[src/drps_pkg.sv]
// Package with the constants and types shared by the DDR read and precharge sequencer.
package drps_pkg;
    localparam int DATA_W = 32;
    localparam int MASK_W = 4;
    localparam int BANK_W = 2;
    localparam int NUM_BANKS = 4;
    localparam int CMD_W = 3;
    localparam logic [CMD_W-1:0] CMD_NOP = 3'h7;
    localparam logic [CMD_W-1:0] CMD_ACT = 3'h3;
    localparam logic [CMD_W-1:0] CMD_READ = 3'h5;
    localparam logic [CMD_W-1:0] CMD_WRITE = 3'h4;
    localparam logic [CMD_W-1:0] CMD_PRE = 3'h2;
    localparam logic [CMD_W-1:0] CMD_REF = 3'h1;
    localparam logic [CMD_W-1:0] CMD_MRS = 3'h0;
    localparam logic [CMD_W-1:0] CMD_BST = 3'h6;
    localparam int LAT_W = 3;
    localparam logic [LAT_W-1:0] READ_LATENCY_RST = 3'h2;
    localparam int BURST_W = 4;
    localparam logic [BURST_W-1:0] BURST_LEN_RST = 4'h8;
    localparam int SLOT_W = 8;
    localparam logic [DATA_W-1:0] DATA_RST = 32'h0;
    typedef enum logic [1:0] {
        DRPS_IDLE,
        DRPS_READ,
        DRPS_WRITE
    } drps_state_type;
endpackage

[src/drps_pipe_if.sv]
// Interface carrying the read pipeline slots between the sequencer and its delay line.
interface drps_pipe_if;
    import drps_pkg::*;
    logic in_valid;
    logic in_last;
    logic [DATA_W-1:0] in_data;
    logic [LAT_W-1:0] latency;
    logic out_valid;
    logic out_last;
    logic [DATA_W-1:0] out_data;
    modport seq (output in_valid, output in_last, output in_data, output latency,
        input out_valid, input out_last, input out_data);
    modport line (input in_valid, input in_last, input in_data, input latency,
        output out_valid, output out_last, output out_data);
endinterface

[src/drps_delay_line.sv]
// Delay line that holds read words for the programmed read latency.
module drps_delay_line
    import drps_pkg::*;
(
    input wire logic sys_clk,
    input wire logic rst,
    drps_pipe_if.line pipe
);
    logic [SLOT_W-1:0] vld_q;
    logic [SLOT_W-1:0] vld_d;
    logic [SLOT_W-1:0] lst_q;
    logic [SLOT_W-1:0] lst_d;
    logic [DATA_W-1:0] dat_q [SLOT_W];
    logic [DATA_W-1:0] dat_d [SLOT_W];

    always_comb begin
        for (int i = 0; i < SLOT_W - 1; i++) begin
            vld_d[i] = vld_q[i+1];
            lst_d[i] = lst_q[i+1];
            dat_d[i] = dat_q[i+1];
        end
        vld_d[SLOT_W-1] = 1'b0;
        lst_d[SLOT_W-1] = 1'b0;
        dat_d[SLOT_W-1] = DATA_RST;
        for (int i = 0; i < SLOT_W; i++) begin
            if (LAT_W'(i) == pipe.latency - LAT_W'(1)) begin
                vld_d[i] = pipe.in_valid;
                lst_d[i] = pipe.in_last;
                dat_d[i] = pipe.in_data;
            end
        end
    end

    always_ff @(posedge sys_clk or posedge rst) begin
        if (rst) begin
            vld_q <= '0;
            lst_q <= '0;
            for (int i = 0; i < SLOT_W; i++) begin
                dat_q[i] <= DATA_RST;
            end
        end else begin
            vld_q <= vld_d;
            lst_q <= lst_d;
            dat_q <= dat_d;
        end
    end

    assign pipe.out_valid = vld_q[0];
    assign pipe.out_last = lst_q[0];
    assign pipe.out_data = dat_q[0];
endmodule

[src/drps_seq.sv]
// Top of the DDR device sequencer: read bursts, precharge cut, write masking, drive enable.
// Notes on behaviour
// - A precharge to a bank is accepted while its read burst still runs.
// - Precharge during a read stops data after the word read-latency cycles later.
// - Data drivers go high impedance after the last word of a cut read.
// - Write byte mask affects write data only, never read data.
module drps_seq
    import drps_pkg::*;
(
    input wire logic sys_clk,
    input wire logic rst,
    input wire logic [drps_pkg::CMD_W-1:0] cmd,
    input wire logic [drps_pkg::BANK_W-1:0] cmd_bank,
    input wire logic [drps_pkg::LAT_W-1:0] read_latency_cycles,
    input wire logic [drps_pkg::BURST_W-1:0] burst_len,
    input wire logic [drps_pkg::DATA_W-1:0] array_rdata,
    input wire logic [drps_pkg::DATA_W-1:0] dq_in,
    input wire logic [drps_pkg::MASK_W-1:0] write_byte_mask,
    output logic [drps_pkg::DATA_W-1:0] dq_out,
    output logic dq_oe,
    output logic array_we,
    output logic [drps_pkg::MASK_W-1:0] array_wbe,
    output logic [drps_pkg::DATA_W-1:0] array_wdata,
    output logic [drps_pkg::NUM_BANKS-1:0] bank_open
);
    import drps_pkg::*;

    drps_pipe_if pipe ();

    drps_delay_line u_line (
        .sys_clk(sys_clk),
        .rst(rst),
        .pipe(pipe)
    );

    ////////////////////////////////////////////////////////////////////////////
    // Command state.
    drps_state_type state_q;
    drps_state_type state_d;
    logic [BURST_W-1:0] left_q;
    logic [BURST_W-1:0] left_d;
    logic [BANK_W-1:0] bank_q;
    logic [BANK_W-1:0] bank_d;
    logic [NUM_BANKS-1:0] open_q;
    logic [NUM_BANKS-1:0] open_d;
    logic [LAT_W-1:0] lat_q;
    logic [LAT_W-1:0] lat_d;
    logic [BURST_W-1:0] blen_q;
    logic [BURST_W-1:0] blen_d;
    logic rd_valid;
    logic rd_last;
    logic cut;

    always_comb begin
        state_d = state_q;
        left_d = left_q;
        bank_d = bank_q;
        open_d = open_q;
        lat_d = lat_q;
        blen_d = blen_q;
        rd_valid = 1'b0;
        rd_last = 1'b0;
        // A precharge to the reading bank ends issue now; words already queued still drain.
        cut = (state_q == DRPS_READ) && (cmd == CMD_PRE) && (cmd_bank == bank_q);
        case (state_q)
            DRPS_READ: begin
                if (!cut) begin
                    rd_valid = 1'b1;
                    rd_last = (left_q == BURST_W'(1));
                    left_d = left_q - BURST_W'(1);
                    if (left_q == BURST_W'(1)) begin
                        state_d = DRPS_IDLE;
                    end
                end else begin
                    state_d = DRPS_IDLE;
                end
                if (cmd == CMD_BST) begin
                    state_d = DRPS_IDLE;
                end
            end
            DRPS_WRITE: begin
                left_d = left_q - BURST_W'(1);
                if (left_q == BURST_W'(1)) begin
                    state_d = DRPS_IDLE;
                end
            end
            default: begin
            end
        endcase
        if (cmd == CMD_READ && !cut) begin
            state_d = DRPS_READ;
            left_d = burst_len;
            bank_d = cmd_bank;
        end else if (cmd == CMD_WRITE) begin
            state_d = DRPS_WRITE;
            left_d = burst_len;
            bank_d = cmd_bank;
        end
        if (cmd == CMD_ACT) begin
            open_d[cmd_bank] = 1'b1;
        end
        if (cmd == CMD_PRE) begin
            open_d[cmd_bank] = 1'b0;
        end
        if (cmd == CMD_MRS) begin
            lat_d = read_latency_cycles;
            blen_d = burst_len;
        end
    end

    always_ff @(posedge sys_clk or posedge rst) begin
        if (rst) begin
            state_q <= DRPS_IDLE;
            left_q <= '0;
            bank_q <= '0;
            open_q <= '0;
            lat_q <= READ_LATENCY_RST;
            blen_q <= BURST_LEN_RST;
        end else begin
            state_q <= state_d;
            left_q <= left_d;
            bank_q <= bank_d;
            open_q <= open_d;
            lat_q <= lat_d;
            blen_q <= blen_d;
        end
    end

    assign pipe.in_valid = rd_valid;
    assign pipe.in_last = rd_last | cut;
    assign pipe.in_data = array_rdata;
    assign pipe.latency = (lat_q == LAT_W'(0)) ? LAT_W'(1) : lat_q;

    ////////////////////////////////////////////////////////////////////////////
    // Output and write path registers.
    logic [DATA_W-1:0] dq_out_d;
    logic dq_oe_d;
    logic array_we_d;
    logic [MASK_W-1:0] array_wbe_d;
    logic [DATA_W-1:0] array_wdata_d;

    always_comb begin
        dq_out_d = dq_out;
        // Read data leave untouched by the mask; the drivers release after the last word.
        dq_oe_d = pipe.out_valid;
        if (pipe.out_valid) begin
            dq_out_d = pipe.out_data;
        end
        array_we_d = (state_q == DRPS_WRITE);
        array_wbe_d = (state_q == DRPS_WRITE) ? ~write_byte_mask : '0;
        array_wdata_d = dq_in;
    end

    always_ff @(posedge sys_clk or posedge rst) begin
        if (rst) begin
            dq_out <= DATA_RST;
            dq_oe <= 1'b0;
            array_we <= 1'b0;
            array_wbe <= '0;
            array_wdata <= DATA_RST;
            bank_open <= '0;
        end else begin
            dq_out <= dq_out_d;
            dq_oe <= dq_oe_d;
            array_we <= array_we_d;
            array_wbe <= array_wbe_d;
            array_wdata <= array_wdata_d;
            bank_open <= open_d;
        end
    end

    ////////////////////////////////////////////////////////////////////////////
    // Checks.
    a_cut_ends_burst: assert property (@(posedge sys_clk) disable iff (rst)
        cut |=> state_q == DRPS_IDLE)
        else $error("precharge did not end the read burst");

    a_cut_no_issue: assert property (@(posedge sys_clk) disable iff (rst)
        cut |-> !pipe.in_valid)
        else $error("read word issued in the precharge cycle");

    a_oe_off_after: assert property (@(posedge sys_clk) disable iff (rst)
        pipe.out_valid && pipe.out_last && !pipe.in_valid && lat_q == LAT_W'(1)
        |=> ##1 !dq_oe)
        else $error("drivers still on after last read word");

    a_cut_drv_off: assert property (@(posedge sys_clk) disable iff (rst)
        cut ##1 (cmd != CMD_READ) [*8] |-> !dq_oe)
        else $error("drivers still on after a cut read");

    a_read_mask_free: assert property (@(posedge sys_clk) disable iff (rst)
        state_q != DRPS_WRITE |=> array_wbe == '0 && !array_we)
        else $error("mask reached array outside a write");

    a_read_data: assert property (@(posedge sys_clk) disable iff (rst)
        pipe.out_valid |=> dq_oe && dq_out == $past(pipe.out_data))
        else $error("read word altered on its way out");

    a_write_data: assert property (@(posedge sys_clk) disable iff (rst)
        state_q == DRPS_WRITE |=> array_we && array_wdata == $past(dq_in)
        && array_wbe == ~$past(write_byte_mask))
        else $error("write word or byte enables wrong");

    a_pre_accepted: assert property (@(posedge sys_clk) disable iff (rst)
        cut |=> !bank_open[$past(cmd_bank)])
        else $error("precharge during read not accepted");

    a_oe_follows: assert property (@(posedge sys_clk) disable iff (rst)
        dq_oe |-> $past(pipe.out_valid))
        else $error("drivers on without read data");

    c_cut_read: cover property (@(posedge sys_clk) disable iff (rst) cut);
    c_full_read: cover property (@(posedge sys_clk) disable iff (rst)
        pipe.in_valid && pipe.in_last && !cut);
    c_write: cover property (@(posedge sys_clk) disable iff (rst) array_we);
    c_short_lat: cover property (@(posedge sys_clk) disable iff (rst)
        pipe.out_valid && lat_q == LAT_W'(1));
    c_mode_set: cover property (@(posedge sys_clk) disable iff (rst) cmd == CMD_MRS);
endmodule

[config.mk]
export PLATFORM = sky130hd
export DESIGN_NAME = drps_seq
export DESIGN_NICKNAME = d
export VERILOG_FILES = /design/src/drps_pkg.sv /design/src/drps_pipe_if.sv /design/src/drps_delay_line.sv /design/src/drps_seq.sv
export SDC_FILE = /design/constraint.sdc
export NUM_CORES = 1
export LEC_CHECK = 0
export BUFFER_PORTS_ARGS = -buffer_cell sky130_fd_sc_hd__buf_2
export CAP_MARGIN = 20
export CELL_PAD_IN_SITES_DETAIL_PLACEMENT = 0
export CELL_PAD_IN_SITES_GLOBAL_PLACEMENT = 1
export CORE_MARGIN = 2
export CORE_UTILIZATION = 45
export DETAILED_ROUTE_END_ITERATION = 12
export PLACE_DENSITY_LB_ADDON = 0.1
export SYNTH_ARGS = -nofsm -noshare
export SYNTH_HDL_FRONTEND = slang
export SYNTH_SLANG_ARGS = --single-unit
export TNS_END_PERCENT = 1
[constraint.sdc]
create_clock -name sys_clk -period 25.1 [get_ports sys_clk]
set_clock_uncertainty 0.2 [all_clocks]
set_input_delay 1.255 -clock sys_clk [delete_from_list [all_inputs] [get_ports sys_clk]]
set_output_delay 1.255 -clock sys_clk [all_outputs]
set_load 0.05 [all_outputs]
==> results.sh, run 1 <==
export IMPL_status="finished clean"
export IMPL_reg2reg_to="u_line.dat_q[166]"
export IMPL_reg2reg_from="lat_q[0]"
export IMPL_path_cells="nand2b_2, nor2_1, ha_2, nand3b_1, buf_4, mux2_2"
export IMPL_vdd_drop_max_mv=0.06179
export IMPL_wire_per_inst_um=18.02
export IMPL_crit_arrival_ns=3.36
export IMPL_async_reset_ff_share_pct=100.0
export IMPL_synth_top_area_cell="dfrtp_1"
export IMPL_r2r_cells=6
export IMPL_fillers=2268
export IMPL_tightest_slew_ns=1.005
export IMPL_hold_class="reg -> reg"
export IMPL_h_tree_depth=2
export IMPL_seq_area_frac_synth_pct=68.40
export IMPL_cts_made_buffers=37
export IMPL_cpPeakStageDelay_ns=0.71
export IMPL_max_clock_freq_mhz=314.9
export IMPL_post_synth_instance_area_um2=12770
export IMPL_critPathMaxFanout=22
export IMPL_synth_edf_count=0
export IMPL_worstSetupPathType="reg -> reg"
export IMPL_netlist_top_cells_area="dfrtp_1 68%, mux2_2 23%, and2_1 1.6%"
export IMPL_die_h_um=172.5
export IMPL_die_width_um=172.5
export IMPL_synth_cell_types=47
export IMPL_cts_tree="done"
export IMPL_grt_pass1_wl_mm=39.91
export IMPL_p_leak_nw=7.482
export IMPL_dpl_hpwl_mm=13.98
export IMPL_routed_via_count=6746
export IMPL_fp_coreArea_um2=27860
export IMPL_synthFlopType="dfrtp_1"
export IMPL_start_util_pct=45.84
export IMPL_drive_above_1_share_pct=51.19
export IMPL_min_path_cells=1
export IMPL_io_buffers=155
export IMPL_final_cell_mix="347 x dfrtp_1, 257 x mux2_2, 155 x buf_2"
export IMPL_firstDrtPassIters=4
export IMPL_io_pins=156
export IMPL_design_area_um2=15210
export IMPL_cts_hold_buffers=0
export IMPL_routed_wl_mm=24.29
export IMPL_yosys_register_bits=349
export IMPL_hold_viol=0
export IMPL_maxSlewViolCount=0
export IMPL_cap_violations=0
export IMPL_track_usage_pct=17.26
export IMPL_drt_iter0_markers=261
export IMPL_finalSetupViolations=0
export IMPL_finish_utilization_pct=54.60
export IMPL_cts_resized=0
export IMPL_avgViaCountPerCell=5.004
export IMPL_gp_congestion=0.7104
export IMPL_power_per_cell_area_nw_per_um2=113.6
export IMPL_cp_required_ns=25.28
export IMPL_synth_top_area_share_pct=68.20
export IMPL_antenna_found_initial=1
export IMPL_cts_root_buffer="clkbuf_16"
export IMPL_first_global_vias=7509
export IMPL_fin_crit_ns=3.176
export IMPL_area_growth_syn_to_layout_pct=19.11
export IMPL_drc=0
export IMPL_fin_setup_tns_ns=0
export IMPL_syn_avg_cell_area_um2=16.50
export IMPL_ant_nets=0
export IMPL_cts_setup_buffers=0
export IMPL_grt_ovfl_total=0
export IMPL_start_kind="register"
export IMPL_final_common_cell="dfrtp_1"
export IMPL_clock_path_buffers=3
export IMPL_rsz0062_at_grt="no"
export IMPL_synth_cells=774
export IMPL_hp_start="u_line.dat_q[212]"
export IMPL_rows=61
export IMPL_r2r_slack_ns=21.92
export IMPL_end_kind="register"
export IMPL_clk_insertion_delay_late_ns=0.51
export IMPL_die_area_um2=29740
export IMPL_dpl_cell_area_um2=13910
export IMPL_cts_sinks=349
export IMPL_total_power_mw=1.728
export IMPL_period_share_pct=12.65
export IMPL_synth_fp_nets=862
export IMPL_relSlewSlack_pct=33.03
export IMPL_yosys_warnings=0
export IMPL_hold_end="u_line.pipe.out_data[20]"
export IMPL_grt_max_degree=110
export IMPL_crit_slowest_cell="nand3b_1"
export IMPL_clk_pin_slew_ns=0.06
export IMPL_nNetsFinal=1030
-- layout make-up --
class	count	area (um2)	share of cell area, %
Antenna cell	1	2.502	0.01645
Clock buffer	57	1114	7.321
Clock inverter	9	123.9	0.8144
Inverter	12	52.55	0.3455
Multi-Input combinational cell	375	3802	25.00
Sequential cell	349	8736	57.44
Tap cell	378	473.0	3.110
Timing Repair Buffer	167	905.9	5.956
-- where the power goes --
group / internal (mW) / total, mW / switching, mW
sequential: 0.712 / 0.768 / 0.0562
clock: 0.336 / 0.545 / 0.209
combinational: 0.175 / 0.414 / 0.240
-- per-stage QoR --
step	std cells	worst slack, ns	hold WS [ns]
finish	1348	21.92	0.2610
detailed placement	1279	20.69	0.2411
floorplan	774	13.97	0.1519
global placement	1279	20.90	0.2372
CTS	1345	21.25	0.2603
global route	1347	21.74	0.2821
-- kinds of logic after synthesis --
group	count (synthesis)	share of synthesized area (%)
AND/OR/NAND/NOR	78	4.096
buffers and inverters	50	1.950
XOR/XNOR	4	0.2744
multiplexers	266	23.42
adder cells (fa/ha/maj)	6	0.5879
AO/OA/AOI/OAI	21	1.274
flip-flops	349	68.40
-- synth_stat cells, types with 3 or more instances --
cell,instances
a41oi_1,3
mux2_1,5
nand3b_1,4
dfrtp_1,348
buf_2,21
inv_1,12
nor3b_1,3
buf_6,3
nor2b_1,5
mux2_2,257
nor4bb_1,3
and2_1,32
nand2_1,10
nand3_1,4
buf_4,3
clkbuf_1,10
o21ai_0,6
mux2i_1,4
ha_1,6
-- worst max path at each step --
stage	startpoint	endpoint	cells after the start	slack (ns)
2_1_floorplan	rst	array_wbe[0]	1	13.97
6_report	lat_q[0]	u_line.dat_q[166]	6	21.92
4_1_cts	rst	u_line.vld_q[0]	4	21.25
3_3_place_gp	rst	u_line.vld_q[0]	4	20.90
3_5_place_dp	rst	u_line.vld_q[0]	4	20.69
5_1_grt	lat_q[0]	u_line.dat_q[166]	6	21.74
-- critical path, delay by kind of cell, from the launching register on --
kind	cells	cell delay, ns
AND/OR/NAND/NOR	3	1.14
buffers and inverters	1	0.54
flip-flops	1	0.47
adder cells (fa/ha/maj)	1	0.37
multiplexers	1	0.33
-- sequential cells by signal, indices dropped and copies added, names as in the netlist --
name / count
array_wdata: 32
u_line.vld_q: 8
array_wbe: 4
bank_open: 4
u_line.pipe.out_data: 32
array_we: 1
left_q: 4
bank_q: 2
dq_oe: 1
state_q: 2
dq_out: 32
u_line.dat_q: 224
lat_q: 3
-- metal layers --
layer	up-vias	global-route usage (%)	part of all wire, %
met5	-	0	0
met4	0	4.823	1.8
met3	35	3.250	3.8
met2	114	29.10	50
met1	3562	22.96	44
li1	3035	-	-
No activity file was read; power rests on OpenSTA's default activity.
==> inputs of run 2 (changes only) <==
--- a/config.mk
+++ b/config.mk
@@ -5,12 +5,13 @@
 export SDC_FILE = /design/constraint.sdc
 export NUM_CORES = 1
 export LEC_CHECK = 0
+export ABC_AREA = 1
 export BUFFER_PORTS_ARGS = -buffer_cell sky130_fd_sc_hd__buf_2
 export CAP_MARGIN = 20
 export CELL_PAD_IN_SITES_DETAIL_PLACEMENT = 0
 export CELL_PAD_IN_SITES_GLOBAL_PLACEMENT = 1
 export CORE_MARGIN = 2
-export CORE_UTILIZATION = 45
+export CORE_UTILIZATION = 41
 export DETAILED_ROUTE_END_ITERATION = 12
 export PLACE_DENSITY_LB_ADDON = 0.1
 export SYNTH_ARGS = -nofsm -noshare
==> constraint.sdc (replaced) <==
create_clock -name sys_clk -period 2.9 [get_ports sys_clk]
set_clock_uncertainty 0.2 [all_clocks]
set_input_delay 0.145 -clock sys_clk [delete_from_list [all_inputs] [get_ports sys_clk]]
set_output_delay 0.145 -clock sys_clk [all_outputs]
set_load 0.05 [all_outputs]
==> results.sh, run 2 <==
export IMPL_fp_coreArea_um2=29800
export IMPL_worstSetupPathType="in -> reg"
export IMPL_end_kind="register"
export IMPL_cts_sinks=349
export IMPL_grt_ovfl_total=0
export IMPL_synth_top_area_share_pct=69.79
export IMPL_max_clock_freq_mhz=432.6
export IMPL_routed_via_count=8021
export IMPL_setup_ws_ns=0.5882
export IMPL_wire_per_inst_um=13.30
export IMPL_avgViaCountPerCell=4.509
export IMPL_dpl_hpwl_mm=14.80
export IMPL_die_width_um=178.5
export IMPL_fin_crit_ns=2.312
export IMPL_status="finished clean"
export IMPL_path_cells="dlygate4sd3_1, buf_2, inv_2, nand3_1, nor2_1, dlygate4sd3_1, a21oi_1, dlygate4sd3_1"
export IMPL_grt_pass1_wl_mm=40.01
export IMPL_dp_slack_ns=0.5625
export IMPL_routed_wl_mm=23.66
export IMPL_finalSetupViolations=0
export IMPL_insertedDiodeCount=0
export IMPL_drive_above_1_share_pct=20.88
export IMPL_crit_slowest_cell="dlygate4sd3_1"
export IMPL_nNetsFinal=1451
export IMPL_vdd_drop_max_mv=0.4055
export IMPL_hold_viol=0
export IMPL_seq_area_frac_synth_pct=70.00
export IMPL_yosys_warnings=0
export IMPL_cts_made_buffers=39
export IMPL_critPathMaxFanout=6
export IMPL_grt_max_degree=94
export IMPL_cp_top_family="buffers and inverters"
export IMPL_final_cell_mix="348 x dfrtp_1, 288 x nand2_1, 232 x o21ai_0"
export IMPL_clk_insertion_delay_late_ns=0.52
export IMPL_multi_input_area_um2=3065
export IMPL_regMostFlops="u_line.dat_q"
export IMPL_start_kind="primary input"
export IMPL_cp_common_cell="dlygate4sd3_1"
export IMPL_cpPeakStageDelay_ns=0.57
export IMPL_drt_iter0_markers=418
export IMPL_clock_path_buffers=3
export IMPL_synth_fp_nets=1203
export IMPL_cp_required_ns=3.09
export IMPL_maxSlewViolCount=0
export IMPL_p_leak_nw=8.031
export IMPL_rows=63
export IMPL_first_global_vias=7823
export IMPL_netlist_top_cells_area="dfrtp_1 70%, o21ai_0 9.3%, nand2_1 8.7%"
export IMPL_io_pins=156
export IMPL_cap_violations=0
export IMPL_drc=0
export IMPL_die_h_um=178.5
export IMPL_synth_top_area_cell="dfrtp_1"
export IMPL_gp_congestion=0.7667
export IMPL_synth_cells=1115
export IMPL_hold_class="in -> async"
export IMPL_yosys_register_bits=349
export IMPL_total_power_mw=14.52
export IMPL_fillers=2630
export IMPL_tightest_slew_ns=0.6382
export IMPL_rsz0062_at_grt="no"
export IMPL_final_common_cell="dfrtp_1"
export IMPL_relSlewSlack_pct=57.45
export IMPL_yosysMostFrequentCell="dfrtp_1"
export IMPL_track_usage_pct=15.68
export IMPL_start_util_pct=41.88
export IMPL_clk_pin_slew_ns=0.06
export IMPL_die_area_um2=31850
export IMPL_synth_cell_types=29
export IMPL_cts_tree="done"
export IMPL_post_synth_instance_area_um2=12480
export IMPL_area_sequential_um2=8735
export IMPL_antenna_found_initial=0
export IMPL_cts_resized=0
export IMPL_period_share_pct=79.72
export IMPL_synth_edf_count=0
export IMPL_synthFlopType="dfrtp_1"
export IMPL_cts_hold_buffers=92
export IMPL_syn_avg_cell_area_um2=11.19
export IMPL_cts_setup_buffers=0
export IMPL_finish_utilization_pct=53.21
export IMPL_async_reset_ff_share_pct=100.0
export IMPL_io_buffers=155
export IMPL_area_growth_syn_to_layout_pct=27.06
export IMPL_netlist_top_cells_count="348 x dfrtp_1, 288 x nand2_1, 232 x o21ai_0, 83 x inv_1, 32 x mux2_2"
export IMPL_firstDrtPassIters=5
export IMPL_cts_root_buffer="clkbuf_16"
export IMPL_path_buf_inv=5
export IMPL_power_per_cell_area_nw_per_um2=916.1
export IMPL_largest_reg_flops=224
export IMPL_crit_arrival_ns=2.50
export IMPL_h_tree_depth=2
export IMPL_hold_worst_slack_ns=0.05214
export IMPL_ant_nets=0
[run 2: tightest hold or removal path, cell delays in order]
cell and delay [ns]:
dlygate4sd3_1 0.53, buf_2 0.13, clkinvlp_4 0.41
[run 2: worst paths after layout]
path,from,end,slack (ns),cells past startpoint
setup / recovery,cmd[1],lat_q[2],0.59,8
hold / removal,rst,u_line.pipe.out_data[1],0.05,3
setup reg to reg,lat_q[1],u_line.dat_q[57],0.59,6
hold reg to reg,u_line.dat_q[105],u_line.dat_q[137],0.24,2
max in group asynchronous,rst,u_line.dat_q[151],1.57,4
min in group sys_clk,dq_in[10],array_wdata[10],0.06,2
[run 2: layout make-up]
type / count / share of cell area, %
Clock buffer: 62 / 7.655
Sequential cell: 349 / 55.09
Tap cell: 390 / 3.078
Multi-Input combinational cell: 617 / 19.33
Inverter: 90 / 2.162
Timing Repair Buffer: 266 / 12.39
Clock inverter: 5 / 0.2920
[run 2: cells by family after synthesis]
family          synth area share [%]
buf+inv                        5.595
simple gates                   10.35
flops                          70.00
fa+ha+maj                     0.6016
mux                            3.068
xor+xnor                      0.1404
compound gates                 10.25
[run 2: layer usage]
| metal | vias to the layer above | track usage (%) | share of wire (%) |
|---|---|---|---|
| met2 | 175 | 23.89 | 43 |
| met4 | 0 | 4.912 | 2.3 |
| met5 | - | 0 | 0 |
| li1 | 4046 | - | - |
| met3 | 46 | 3.005 | 5.2 |
| met1 | 3754 | 22.76 | 50 |
[run 2: per-stage QoR]
step           setup TNS, ns  instances  area (um2)
4_1_cts                    0       1779       15860
5_1_grt                    0       1779       15860
3_3_place_gp               0       1620       13670
3_5_place_dp               0       1620       13670
2_1_floorplan        -737.42       1115       12480
6_report                   0       1779       15860
[run 2: power by group]
group / internal [mW] / switching (mW)
logic: 1.12 / 2.13
clock network: 2.86 / 1.87
registers: 6.13 / 0.413
==> inputs of run 3 (changes only) <==
--- a/config.mk
+++ b/config.mk
@@ -11,7 +11,7 @@
 export CELL_PAD_IN_SITES_DETAIL_PLACEMENT = 0
 export CELL_PAD_IN_SITES_GLOBAL_PLACEMENT = 1
 export CORE_MARGIN = 2
-export CORE_UTILIZATION = 41
+export CORE_UTILIZATION = 45
 export DETAILED_ROUTE_END_ITERATION = 12
 export PLACE_DENSITY_LB_ADDON = 0.1
 export SYNTH_ARGS = -nofsm -noshare
==> constraint.sdc (replaced) <==
create_clock -name sys_clk -period 2.2 [get_ports sys_clk]
set_clock_uncertainty 0.2 [all_clocks]
set_input_delay 0.11 -clock sys_clk [delete_from_list [all_inputs] [get_ports sys_clk]]
set_output_delay 0.11 -clock sys_clk [all_outputs]
set_load 0.05 [all_outputs]
==> results.sh, run 3 (synthesis gave the netlist of run 2 again) <==
export IMPL_maxSlewViolCount=0
export IMPL_antenna_found_initial=0
export IMPL_path_cells="dlygate4sd3_1, clkbuf_4, clkinv_2, nand3_4, dlygate4sd3_1, inv_2, a21oi_1, dlygate4sd3_1"
export IMPL_die_width_um=170.5
export IMPL_status="finished clean"
export IMPL_total_power_mw=19.18
export IMPL_gp_congestion=0.6988
export IMPL_avgViaCountPerCell=4.585
export IMPL_final_cell_mix="348 x dfrtp_1, 288 x nand2_1, 232 x o21ai_0"
export IMPL_hold_viol=0
export IMPL_h_tree_depth=2
export IMPL_cpPeakStageDelay_ns=0.59
export IMPL_cts_made_buffers=37
export IMPL_regMostFlops="u_line.dat_q"
export IMPL_dp_cells=1616
export IMPL_hp_start="cmd[1]"
export IMPL_clk_insertion_delay_late_ns=0.51
export IMPL_final_common_cell="dfrtp_1"
export IMPL_start_util_pct=46.04
export IMPL_end_kind="register"
export IMPL_cts_root_buffer="clkbuf_16"
export IMPL_drc=0
export IMPL_firstDrtPassIters=4
export IMPL_finalSetupViolations=0
export IMPL_ant_nets=0
export IMPL_startpoint="cmd[2]"
export IMPL_hold_worst_slack_ns=0.03008
export IMPL_first_global_vias=8031
export IMPL_crit_arrival_ns=2.29
export IMPL_cp_required_ns=2.38
export IMPL_crit_slowest_cell="dlygate4sd3_1"
export IMPL_largest_reg_flops=224
export IMPL_critPathMaxFanout=7
export IMPL_dpl_hpwl_mm=14.30
export IMPL_path_buf_inv=6
export IMPL_power_per_cell_area_nw_per_um2=1193
export IMPL_p_leak_nw=8.150
export IMPL_cp_top_family="buffers and inverters"
export IMPL_io_buffers=155
export IMPL_nNetsFinal=1471
export IMPL_cts_tree="done"
export IMPL_max_clock_freq_mhz=473.8
export IMPL_start_kind="primary input"
export IMPL_routed_via_count=8165
export IMPL_finalNonFillerCells=1781
export IMPL_grt_ovfl_total=0
export IMPL_wire_per_inst_um=13.11
export IMPL_io_pins=156
export IMPL_die_h_um=170.5
export IMPL_reg2reg_from="state_q[1]"
export IMPL_clock_path_buffers=3
export IMPL_area_growth_syn_to_layout_pct=28.87
export IMPL_drt_iter0_markers=384
export IMPL_die_area_um2=29080
export IMPL_cts_sinks=349
export IMPL_fin_crit_ns=2.111
export IMPL_worstSetupPathType="in -> reg"
export IMPL_vdd_drop_max_mv=0.6603
export IMPL_drive_above_1_share_pct=21.58
export IMPL_insertedDiodeCount=0
export IMPL_rows=60
export IMPL_rsz0062_at_grt="yes"
export IMPL_routed_wl_mm=23.35
export IMPL_cp_common_cell="dlygate4sd3_1"
export IMPL_period_share_pct=95.94
export IMPL_cts_setup_buffers=0
export IMPL_tightest_slew_ns=0.5941
export IMPL_relSlewSlack_pct=60.39
export IMPL_cap_violations=0
export IMPL_fp_coreArea_um2=27100
export IMPL_hold_class="in -> reg"
export IMPL_grt_max_degree=114
export IMPL_grt_pass1_wl_mm=39.50
export IMPL_track_usage_pct=16.76
export IMPL_clk_pin_slew_ns=0.05
==> run 3: final timing paths <==
kind | endpoint | slack (ns) | cells after the start
worst max-delay path | bank_open[3] | 0.09 | 8
worst min-delay path | left_q[1] | 0.03 | 5
worst max register to register | state_q[1] | 0.09 | 12
worst min register to register | u_line.dat_q[101] | 0.24 | 2
max in group asynchronous | u_line.dat_q[175] | 0.32 | 5
min in group asynchronous | dq_out[9] | 0.57 | 4
==> run 3: metrics by stage <==
step                      area (um2)  worst slack [ns]  setup TNS, ns  util, %
after floorplan                12480            -2.782        -969.51        -
after global placement         13840            0.1849              0    51.08
after detailed placement       13840            0.1363              0    51.08
after CTS                      16060           0.01592              0    59.26
after global routing           16080          -0.06288        -0.9435    59.34
final                          16080           0.08925              0    59.34
==> run 3: routing by layer <==
layer	wire, um	track usage (%)	vias to the layer above
met5	0	0	-
met4	537	4.980	0
met3	1203	3.053	41
met2	10670	27.41	185
met1	10940	23.02	3838
li1	-	-	4101
==> run 3: cell type report <==
class                   instances  area, um2
well taps                     372      465.4
clock buffers                  59       1131
inverters                      90      342.8
clock inverters                 6      83.83
multi-input cells             617       3083
repair buffers                288       2240
fillers                      2250      11020
flip-flops and latches        349       8735
==> run 3: worst register-to-register path: cells and delay by family (launching register included) <==
kind | cells | cell delay (ns)
flops | 1 | 0.41
simple gates | 9 | 0.60
fa+ha+maj | 1 | 0.18
buf+inv | 2 | 0.61
==> run 3: where the power goes <==
group          internal [mW]  leakage, nW  total, mW  switching (mW)
clock network           3.75        0.597       6.11            2.36
logic                   1.60         3.06       4.49            2.89
registers               8.08         4.49       8.58           0.502
==> run 3: what timing repair did <==
item                                   in CTS  in global routing
hold buffers                              100                  0
setup endpoints to repair                   0                 46
endpoints found under the hold margin     516                  0
resized for setup                           0                  7
